File: config.mk
export PLATFORM = sky130hd
export DESIGN_NAME = hou_setup
export DESIGN_NICKNAME = d
export VERILOG_FILES = /design/src/verilog/hou_pkg.sv /design/src/verilog/hou_setup.sv
export SDC_FILE = /design/constraint.sdc
export NUM_CORES = 1
export LEC_CHECK = 0
export BUFFER_PORTS_ARGS = -buffer_cell sky130_fd_sc_hd__buf_2
export CAP_MARGIN = 25
export CORE_MARGIN = 4
export CORE_UTILIZATION = 24
export CTS_CLUSTER_DIAMETER = 40
export CTS_CLUSTER_SIZE = 40
export DETAILED_ROUTE_END_ITERATION = 16
export HOLD_SLACK_MARGIN = 0.02
export SLEW_MARGIN = 20
export SYNTH_ARGS = -nofsm -noshare
export SYNTH_HDL_FRONTEND = slang
export SYNTH_SLANG_ARGS = --single-unit
File: constraint.sdc
create_clock -name clk_i -period 3.11 [get_ports clk_i]
set_clock_uncertainty 0.1 [all_clocks]
set_input_delay 0.622 -clock clk_i [delete_from_list [all_inputs] [get_ports clk_i]]
set_output_delay 0.622 -clock clk_i [all_outputs]
set_load 0.005 [all_outputs]
File: src/verilog/hou_pkg.sv
package hou_pkg;
  // ****************************************************************
  // Register map (Wishbone byte addresses)
  // ****************************************************************
  localparam logic [7:0] REG_CTRL = 8'h00;
  localparam logic [7:0] REG_STATUS = 8'h04;
  localparam logic [7:0] REG_CONFIG = 8'h08;
  localparam logic [7:0] REG_IMG_LO = 8'h0C;
  localparam logic [7:0] REG_IMG_HI = 8'h10;
  localparam int CTRL_LOCK_BIT = 0;
  localparam int CTRL_HOLD_BIT = 1;
  localparam logic [1:0] CTRL_RESET = 2'h0;
  // ****************************************************************
  // Switch bank layout: bank one bits 0..3, bank two bits 4..7
  // ****************************************************************
  localparam int SW_IDLE_A = 0;
  localparam int SW_IDLE_B = 1;
  localparam int SW_BAUD = 2;
  localparam int SW_CFG_SRC = 3;
  localparam int SW_ADDR_MSB = 4;
  // ****************************************************************
  // Key indices: keys 1..16 at 0..15, keys 21..24 at 16..19
  // ****************************************************************
  localparam int KEY_TRAVERSE = 0;
  localparam int KEY_UPPER_RIGHT = 1;
  localparam int KEY_AUTO = 5;
  localparam int KEY_PLUS = 17;
  localparam int KEY_MINUS = 19;
  // ****************************************************************
  // Menu parameters, defaults and ranges
  // ****************************************************************
  localparam logic [4:0] CIRCLE_DEF = 5'h02;
  localparam logic [4:0] CIRCLE_MIN = 5'h01;
  localparam logic [4:0] CIRCLE_MAX = 5'h10;
  localparam logic [4:0] ADDR_DEF = 5'h0F;
  localparam logic [4:0] ADDR_MAX = 5'h1F;
  localparam logic BAUD_DEF_FAST = 1'b1;
  localparam logic [3:0] RX_GID = 4'h1;
  localparam logic [3:0] RX_OBJ = 4'h1;
  localparam logic [3:0] TX_CIRCLE = 4'h2;
  localparam logic [3:0] TX_GID = 4'h2;
  localparam logic [3:0] TX_OBJ = 4'h1;
  localparam logic [23:0] VER_NEWER = 24'h04_0101;
  localparam logic [23:0] VER_DEF = 24'h00_0001; // Arbitrary value
  // ****************************************************************
  // Override switch code per position 1..12
  // ****************************************************************
  localparam logic [4:0] OVR_CODE [12] = '{5'h01, 5'h04, 5'h0C, 5'h0D, 5'h0F, 5'h0E,
                                          5'h0A, 5'h0B, 5'h08, 5'h19, 5'h1A, 5'h1F};
  // ****************************************************************
  // Timing
  // ****************************************************************
  localparam int CLK_KHZ = 100_000;
  localparam int ALT_TIME_MS = 1000;
  localparam int ALT_CYCLES_DEF = ALT_TIME_MS * CLK_KHZ;
  typedef enum logic [1:0] {P_CIRCLE, P_BAUD, P_ADDR} hou_param_t;
  typedef enum logic [1:0] {ST_LOAD, ST_WAIT, ST_MENU, ST_RUN} hou_state_t;
endpackage

File: src/verilog/hou_setup.sv
`timescale 1ns/10ps
module hou_setup #(
  parameter int ALT_CYCLES = hou_pkg::ALT_CYCLES_DEF,
  parameter logic [23:0] FW_VERSION = hou_pkg::VER_DEF
) (
  input wire logic clk_i,
  input wire logic rst_i,
  input wire logic wb_cyc_i,
  input wire logic wb_stb_i,
  input wire logic wb_we_i,
  input wire logic [7:0] wb_adr_i,
  input wire logic [3:0] wb_sel_i,
  input wire logic [31:0] wb_dat_i,
  output logic [31:0] wb_dat_o,
  output logic wb_ack_o,
  input wire logic [7:0] dip_i,
  input wire logic [19:0] key_i,
  input wire logic [4:0] override_code_bits_i,
  input wire logic keyswitch_i,
  input wire logic disp_ack_i,
  input wire logic first_global_data_i,
  input wire logic [31:0] addr_used_i,
  input wire logic flash_valid_i,
  input wire logic [4:0] flash_circle_i,
  input wire logic flash_baud_i,
  input wire logic [4:0] flash_addr_i,
  output logic flash_wr_o,
  output logic [1:0] flash_sel_o,
  output logic [4:0] flash_data_o,
  output logic baud_fast_o,
  output logic [4:0] bus_addr_o,
  output logic idle_100ms_o,
  output logic [4:0] rx_circle_o,
  output logic disp_wait_o,
  output logic disp_page_o,
  output logic disp_menu_o,
  output logic [1:0] disp_param_o,
  output logic [4:0] disp_value_o,
  output logic disp_star_o,
  output logic [47:0] image_o
);
  import hou_pkg::*;

  localparam int CW = $clog2(ALT_CYCLES + 1);

  // ****************************************************************
  // Helpers
  // ****************************************************************
  // Position of an override code, zero when it is not in the table
  function automatic logic [3:0] ovr_pos(input logic [4:0] code);
    logic [3:0] p;
    p = 4'h0;
    for (int i = 0; i < 12; i++) begin
      if (OVR_CODE[i] == code) begin
        p = 4'(i + 1);
      end
    end
    return p;
  endfunction

  // Clamped step of a menu value
  function automatic logic [4:0] step(input logic [4:0] v, input logic up,
                                      input logic [4:0] lo, input logic [4:0] hi);
    logic [4:0] r;
    r = v;
    if (up && v < hi) begin
      r = v + 5'h01;
    end else if (!up && v > lo) begin
      r = v - 5'h01;
    end
    return r;
  endfunction

  // ****************************************************************
  // Pin synchronisers
  // ****************************************************************
  logic [34:0] sy1_ff, sy2_ff, nxt_sy1, nxt_sy2;
  logic [19:0] key_prev_ff, nxt_key_prev;
  // Pins come from switches and buttons, so both stages are plain flops
  always_comb begin
    nxt_sy1 = {disp_ack_i, keyswitch_i, override_code_bits_i, key_i, dip_i};
    nxt_sy2 = sy1_ff;
    nxt_key_prev = sy2_ff[27:8];
  end
  always_ff @(posedge clk_i) begin
    sy1_ff <= nxt_sy1;
    sy2_ff <= nxt_sy2;
    key_prev_ff <= nxt_key_prev;
  end

  logic [7:0] dip;
  logic [19:0] keys, key_rise;
  logic [4:0] ovr;
  logic ksw, dack;
  assign dip = sy2_ff[7:0];
  assign keys = sy2_ff[27:8];
  assign ovr = sy2_ff[32:28];
  assign ksw = sy2_ff[33];
  assign dack = sy2_ff[34];
  assign key_rise = keys & ~key_prev_ff;

  // ****************************************************************
  // Menu and start-up sequencing
  // ****************************************************************
  hou_state_t state_ff, nxt_state;
  hou_param_t param_ff, nxt_param;
  logic [4:0] circle_ff, nxt_circle, maddr_ff, nxt_maddr;
  logic mbaud_ff, nxt_mbaud, lock_ff, hold_ff, nxt_lock, nxt_hold;
  logic fwr_ff, nxt_fwr;
  logic [1:0] fsel_ff, nxt_fsel;
  logic [4:0] fdat_ff, nxt_fdat;
  logic chord;
  assign chord = keys[KEY_TRAVERSE] && keys[KEY_UPPER_RIGHT];

  // Chord is a held level; plus/minus/automatic act on their rising edge
  always_comb begin
    nxt_state = state_ff;
    nxt_param = param_ff;
    nxt_circle = circle_ff;
    nxt_maddr = maddr_ff;
    nxt_mbaud = mbaud_ff;
    nxt_fwr = 1'b0;
    nxt_fsel = fsel_ff;
    nxt_fdat = fdat_ff;
    case (state_ff)
      ST_LOAD: begin
        if (flash_valid_i && flash_circle_i >= CIRCLE_MIN && flash_circle_i <= CIRCLE_MAX) begin
          nxt_circle = flash_circle_i;
          nxt_mbaud = flash_baud_i;
          nxt_maddr = flash_addr_i;
        end
        nxt_state = ST_WAIT;
      end
      ST_WAIT: begin
        if (first_global_data_i) begin
          nxt_state = ST_RUN;
        end else if (chord && !lock_ff) begin
          nxt_state = ST_MENU;
          nxt_param = P_CIRCLE;
        end
      end
      ST_MENU: begin
        if (key_rise[KEY_AUTO]) begin
          nxt_fwr = 1'b1;
          nxt_fsel = param_ff;
          case (param_ff)
            P_CIRCLE: nxt_fdat = circle_ff;
            P_BAUD: nxt_fdat = {4'h0, mbaud_ff};
            default: nxt_fdat = maddr_ff;
          endcase
          if (param_ff == P_ADDR) begin
            nxt_state = ST_WAIT;
          end else begin
            nxt_param = hou_param_t'(param_ff + 2'h1);
          end
        end else if (key_rise[KEY_PLUS] ^ key_rise[KEY_MINUS]) begin
          case (param_ff)
            P_CIRCLE: nxt_circle = step(circle_ff, key_rise[KEY_PLUS],
                                        CIRCLE_MIN, CIRCLE_MAX);
            P_BAUD: nxt_mbaud = ~mbaud_ff;
            default: nxt_maddr = step(maddr_ff, key_rise[KEY_PLUS],
                                      5'h00, ADDR_MAX);
          endcase
        end
      end
      ST_RUN: nxt_state = ST_RUN;
      default: nxt_state = ST_WAIT;
    endcase
  end
  always_ff @(posedge clk_i) begin
    if (rst_i) begin
      state_ff <= ST_LOAD;
      param_ff <= P_CIRCLE;
      circle_ff <= CIRCLE_DEF;
      maddr_ff <= ADDR_DEF;
      mbaud_ff <= BAUD_DEF_FAST;
      fwr_ff <= 1'b0;
      fsel_ff <= 2'h0;
      fdat_ff <= 5'h00;
    end else begin
      state_ff <= nxt_state;
      param_ff <= nxt_param;
      circle_ff <= nxt_circle;
      maddr_ff <= nxt_maddr;
      mbaud_ff <= nxt_mbaud;
      fwr_ff <= nxt_fwr;
      fsel_ff <= nxt_fsel;
      fdat_ff <= nxt_fdat;
    end
  end

  // ****************************************************************
  // Bus parameter selection
  // ****************************************************************
  logic use_menu, baud_sel, idle_sel;
  logic [4:0] addr_sel;
  // Older firmware has no menu source, so it always follows the switches
  always_comb begin
    use_menu = dip[SW_CFG_SRC] && (FW_VERSION >= VER_NEWER);
    baud_sel = use_menu ? mbaud_ff : dip[SW_BAUD];
    addr_sel = use_menu ? maddr_ff
             : {1'b0, dip[SW_ADDR_MSB], dip[SW_ADDR_MSB + 1],
                dip[SW_ADDR_MSB + 2], dip[SW_ADDR_MSB + 3]};
    idle_sel = !use_menu && !dip[SW_IDLE_A] && dip[SW_IDLE_B];
  end

  // ****************************************************************
  // Display control and alternation timer
  // ****************************************************************
  logic [CW-1:0] alt_cnt_ff, nxt_alt_cnt;
  logic page_ff, nxt_page;
  always_comb begin
    nxt_alt_cnt = alt_cnt_ff;
    nxt_page = page_ff;
    if (state_ff != ST_WAIT || hold_ff) begin
      nxt_alt_cnt = '0;
    end else if (alt_cnt_ff == CW'(ALT_CYCLES - 1)) begin
      nxt_alt_cnt = '0;
      nxt_page = ~page_ff;
    end else begin
      nxt_alt_cnt = alt_cnt_ff + CW'(1);
    end
  end
  always_ff @(posedge clk_i) begin
    if (rst_i) begin
      alt_cnt_ff <= '0;
      page_ff <= 1'b0;
    end else begin
      alt_cnt_ff <= nxt_alt_cnt;
      page_ff <= nxt_page;
    end
  end

  // ****************************************************************
  // Registered outputs and input image
  // ****************************************************************
  logic [47:0] nxt_image;
  logic [4:0] nxt_dval;
  always_comb begin
    nxt_image = {dack, ksw, 1'b0, ovr, keys[19:16], 4'h0, keys[15:8], keys[7:0],
                 16'h0000};
    case (param_ff)
      P_CIRCLE: nxt_dval = circle_ff;
      P_BAUD: nxt_dval = {4'h0, mbaud_ff};
      default: nxt_dval = maddr_ff;
    endcase
  end
  always_ff @(posedge clk_i) begin
    if (rst_i) begin
      baud_fast_o <= 1'b0;
      bus_addr_o <= 5'h00;
      idle_100ms_o <= 1'b0;
      rx_circle_o <= CIRCLE_DEF;
      disp_wait_o <= 1'b1;
      disp_page_o <= 1'b0;
      disp_menu_o <= 1'b0;
      disp_param_o <= 2'h0;
      disp_value_o <= 5'h00;
      disp_star_o <= 1'b0;
      image_o <= '0;
      flash_wr_o <= 1'b0;
      flash_sel_o <= 2'h0;
      flash_data_o <= 5'h00;
    end else begin
      baud_fast_o <= baud_sel;
      bus_addr_o <= addr_sel;
      idle_100ms_o <= idle_sel;
      rx_circle_o <= circle_ff;
      disp_wait_o <= (state_ff != ST_RUN);
      disp_page_o <= page_ff;
      disp_menu_o <= (state_ff == ST_MENU);
      disp_param_o <= param_ff;
      disp_value_o <= nxt_dval;
      disp_star_o <= (state_ff == ST_MENU) && (param_ff == P_ADDR)
                     && addr_used_i[maddr_ff];
      image_o <= nxt_image;
      flash_wr_o <= fwr_ff;
      flash_sel_o <= fsel_ff;
      flash_data_o <= fdat_ff;
    end
  end

  // ****************************************************************
  // Wishbone classic slave, one wait state
  // ****************************************************************
  logic nxt_ack, wr_en;
  logic [31:0] nxt_dat;
  assign wr_en = wb_cyc_i && wb_stb_i && wb_we_i && !wb_ack_o;
  // Unmapped addresses answer with ack and read zero
  always_comb begin
    nxt_ack = wb_cyc_i && wb_stb_i && !wb_ack_o;
    nxt_lock = lock_ff;
    nxt_hold = hold_ff;
    if (wr_en && wb_adr_i == REG_CTRL && wb_sel_i[0]) begin
      nxt_lock = wb_dat_i[CTRL_LOCK_BIT];
      nxt_hold = wb_dat_i[CTRL_HOLD_BIT];
    end
    case (wb_adr_i)
      REG_CTRL: nxt_dat = {30'h0, hold_ff, lock_ff};
      REG_STATUS: nxt_dat = {FW_VERSION, ovr_pos(ovr), use_menu, state_ff == ST_MENU,
                             state_ff == ST_RUN, state_ff == ST_WAIT};
      REG_CONFIG: nxt_dat = {TX_OBJ, TX_GID, TX_CIRCLE, RX_OBJ, RX_GID,
                             circle_ff, baud_sel, idle_sel, addr_sel};
      REG_IMG_LO: nxt_dat = image_o[31:0];
      REG_IMG_HI: nxt_dat = {16'h0000, image_o[47:32]};
      default: nxt_dat = 32'h0000_0000;
    endcase
  end
  always_ff @(posedge clk_i) begin
    if (rst_i) begin
      wb_ack_o <= 1'b0;
      wb_dat_o <= 32'h0000_0000;
      lock_ff <= CTRL_RESET[CTRL_LOCK_BIT];
      hold_ff <= CTRL_RESET[CTRL_HOLD_BIT];
    end else begin
      wb_ack_o <= nxt_ack;
      wb_dat_o <= nxt_dat;
      lock_ff <= nxt_lock;
      hold_ff <= nxt_hold;
    end
  end
endmodule // hou_setup

==> metrics.md <==
| Metric | Value |
|---|---|
| Reg clk slew, reported paths | roughly 70 ps |
| Hold_buf cts | 0 |
| Area after DPL | 0.00870 mm^2 |
| Worst-Skew Late Latency | 530 ps |
| Core Region | 0.0305 mm^2 |
| Outcome | finished clean |
| Worst Path Max Fanout | 9 |
| Vias per cell | 4.17 |
| Cell variety after synth | 59 |
| Largest net degree at the start of global routing | 43 |
| Max frequency | around 0.36 GHz |
| Die ar. | 0.0337 mm^2 |
| Die Wd | 184 um |
| H-tree levels | 1 |
| Vias after detailed routing | 5527 |
| Routed WL per cell | 14.1 um |
| Seq/Total Area, Yosys | 57.7% |
| Mean Syn Cell Area | about 10 um^2 |
| Placer Congestion | 0.778 |
| Multi-input gate area | 0.00286 mm^2 |
| Reg2reg setup slack | 340 ps |
| Post-Syn Instances | about 700 |
| DRC Markers | 0 |
| Critical Path RT | between 3000 and 4000 ps |
| Max-cap violations | 0 |
| Power Dens Cells | 679 mW/mm^2 |
| Rel. slew slack | about 58% |
| Initial drt markers | 226 |
| Hold path endpoint | nxt_sy2[26]$_DFF_P_ |
| #FFs+latches synth | ~210 |
| Final Cell Area | 0.00972 mm^2 |
| Final std cells w/o fill | roughly 1300 |
| EDFF count, synth | 0 |
| Final nets | 1046 |
| Number of CTS-inserted buffers | 29 |
| Cell area after synthesis | 0.00740 mm^2 |
| Hold slack final | 86.6 ps |
| Fin util | about a third |
| Worst VDD drop | 366 uV |
| Port bufs | 183 |
| Synthesis-to-finish area growth | 31.4% |
| WL final | 18600 um |
| Register area | 0.00426 mm^2 |
| Setup CP Type | reg2reg |
| Async SR Flop Fraction | 0% |
| Clk root buf | clkbuf_16 |
| Worst min-delay path startpoint | key_i[18] |
| Die Y | between 150 and 200 um |
| Global Route Usage Sum | 10.7% |
| Power Total | 6.59 mW |
| Initial antenna violation count | 1 |
| Ant diodes | 0 |
| WP data arrival | 3090 ps |
| Slew @ Worst Pin | 632 ps |
| Pleak | ~4.2 nW |
| Slew Limit Fails | 0 |
| Starting Density | 24.2% |
| Final ANT Viol Nets | 0 |
| Most frequent cells in the layout | 213 x dfxtp_1, 182 x buf_2, 88 x nor2_1, 49 x nor2b_1, 30 x a21oi_1 |
| Hold Vio Cnt, Final | 0 |
| Minimum clock period | 2770 ps |
| Commonest non-fill, non-tap cell in the layout | dfxtp_1 |
| I/O pin count | 241 |
| RSZ-0062 raised after global routing | no |
| CTS tree | done |
| Filler cell count | 3135 |
| Fin crit share | about nine tenths |
| Worst Setup End Kind | register |
| Warnings from Yosys | 0 |
| Setup ws final | between 300 and 400 ps |
| Share of post-route cells with drive strength above 1 | 28.7% |
| Clock Tree Buf Depth | 3 |
| First-pass DRT Iterations | 6 |
| Clock tree sinks | 213 |
| HP Class | in2reg |
| Reg2Reg Capture Point | maddr_ff[4]$_SDFFE_PP0P_ |
| Number of global-route vias before repair | 5605 |
| Post-cts resize count | 0 |
| DP Cell Count | roughly 1300 |
| Setup TNS Final | 0 ps |
| Post-synth top flop | dfxtp_1 |
| FF-to-FF Start | maddr_ff[3]$_SDFFE_PP1P_ |
| First-pass GRT wire length | 29400 um |
| Final Setup Violations | 0 |
| Pre-CTS setup slack | about 340 ps |
| Site row count | 64 |
| Reg2Reg Depth | 9 |
| Hold path depth | 1 |
| Global route overflow | 0 |
| Critical path launch point type | register |
| Post-DP HPWL | 13900 um |
| Post-CTS Repair Setup Buffers | 0 |
[cells in the mapped netlist, types with 2 or more instances]
library cell | instances | share of area [%]
xor2_1 | 21 | 2.5
nor3b_1 | 3 | 0.30
a22oi_1 | 5 | 0.51
o31ai_1 | 8 | 0.81
nand3_1 | 19 | 1.3
o211ai_1 | 3 | 0.30
nor3_1 | 10 | 0.68
a22o_1 | 3 | 0.36
clkbuf_1 | 28 | 1.4
ha_1 | 10 | 1.7
buf_2 | 3 | 0.20
nor2_1 | 88 | 4.5
or3_1 | 3 | 0.25
and2_1 | 17 | 1.4
nor4_1 | 9 | 0.76
nor2b_1 | 49 | 4.1
a21o_1 | 4 | 0.41
or4_1 | 3 | 0.30
a221o_1 | 2 | 0.27
and4_1 | 4 | 0.47
nand2b_1 | 6 | 0.51
o21ai_0 | 11 | 0.74
and3_1 | 15 | 1.3
a31oi_1 | 2 | 0.17
or2_2 | 2 | 0.17
nand4_1 | 7 | 0.59
a32oi_1 | 2 | 0.24
a21oi_1 | 30 | 2.0
a211oi_1 | 6 | 0.61
inv_1 | 16 | 0.81
nand2_1 | 27 | 1.4
xnor2_1 | 12 | 1.4
mux4_2 | 9 | 2.7
dfxtp_1 | 213 | 58
buf_4 | 23 | 2.3
mux2i_1 | 10 | 1.4
mux2_2 | 2 | 0.30
o22ai_1 | 5 | 0.42
[flip-flops by register name, indices dropped and copies added (netlist names), 2 cells and up]
name and flops:
alt_cnt_ff 27, bus_addr_o 4, circle_ff 5, disp_param_o 2, disp_value_o 5, fdat_ff 5, flash_data_o 5, flash_sel_o 2
fsel_ff 2, image_o 27, key_prev_ff 3, maddr_ff 5, nxt_sy2 34, param_ff 2, rx_circle_o 5, state_ff 2
sy2_ff 34, wb_dat_o 31
[routing by layer]
layer	global-route usage (%)	share of wire, %	vias up	wire, um
met2	17.9	47	141	8780
met1	13.9	45	2572	8300
met4	3.13	2.4	2	438
met5	0	0.11	-	20
met3	2.28	5.8	31	1080
li1	-	-	2781	-
[worst max-delay path, stage by stage, from the launching register on]
cell	delay, ps
dfxtp_1	430
and4_1	290
nand2_1	100
nand2_1	130
fa_1	440
a21o_1	200
a21oi_1	170
xnor2_1	140
mux2_2	350
o311a_1	310
[cell type report]
class	count	share of cell area, %
flip-flops and latches	213	43.9
repair buffers	197	10.5
clock inverters	23	2.94
well taps	396	5.10
inverters	16	0.618
clock buffers	30	7.51
multi-input cells	449	29.4
[report_power, final]
part / leakage [nW] / internal (mW) / switching [mW]
Sequential: 1.76 / 2.83 / 0.0607
Combinational: 1.98 / 0.184 / 0.199
Clock: 0.497 / 1.96 / 1.37
Total: 4.23 / 4.97 / 1.62
[worst max path at each step]
stage	from	to	slack [ps]
final	maddr_ff[3]$_SDFFE_PP1P_	maddr_ff[4]$_SDFFE_PP0P_	340
after global routing	maddr_ff[3]$_SDFFE_PP1P_	maddr_ff[4]$_SDFFE_PP0P_	140
after CTS	maddr_ff[3]$_SDFFE_PP1P_	maddr_ff[4]$_SDFFE_PP0P_	330
after detailed placement	maddr_ff[3]$_SDFFE_PP1P_	maddr_ff[4]$_SDFFE_PP0P_	340
after global placement	maddr_ff[3]$_SDFFE_PP1P_	maddr_ff[4]$_SDFFE_PP0P_	350
after floorplan	maddr_ff[0]$_SDFFE_PP1P_	maddr_ff[4]$_SDFFE_PP0P_	340
[cell families (layout without fill, tap and decap cells)]
kind of cell	count (synthesis)	in the layout	share of synthesized area, %
simple gates	269	269	19.0
flops	213	213	57.7
compound gates	92	92	8.22
buf+inv	71	266	4.82
xor+xnor	33	33	3.91
mux	21	21	4.40
fa+ha+maj	11	11	1.96
other cells	1	23	0.0507
Power figures use the tool's default switching activity.
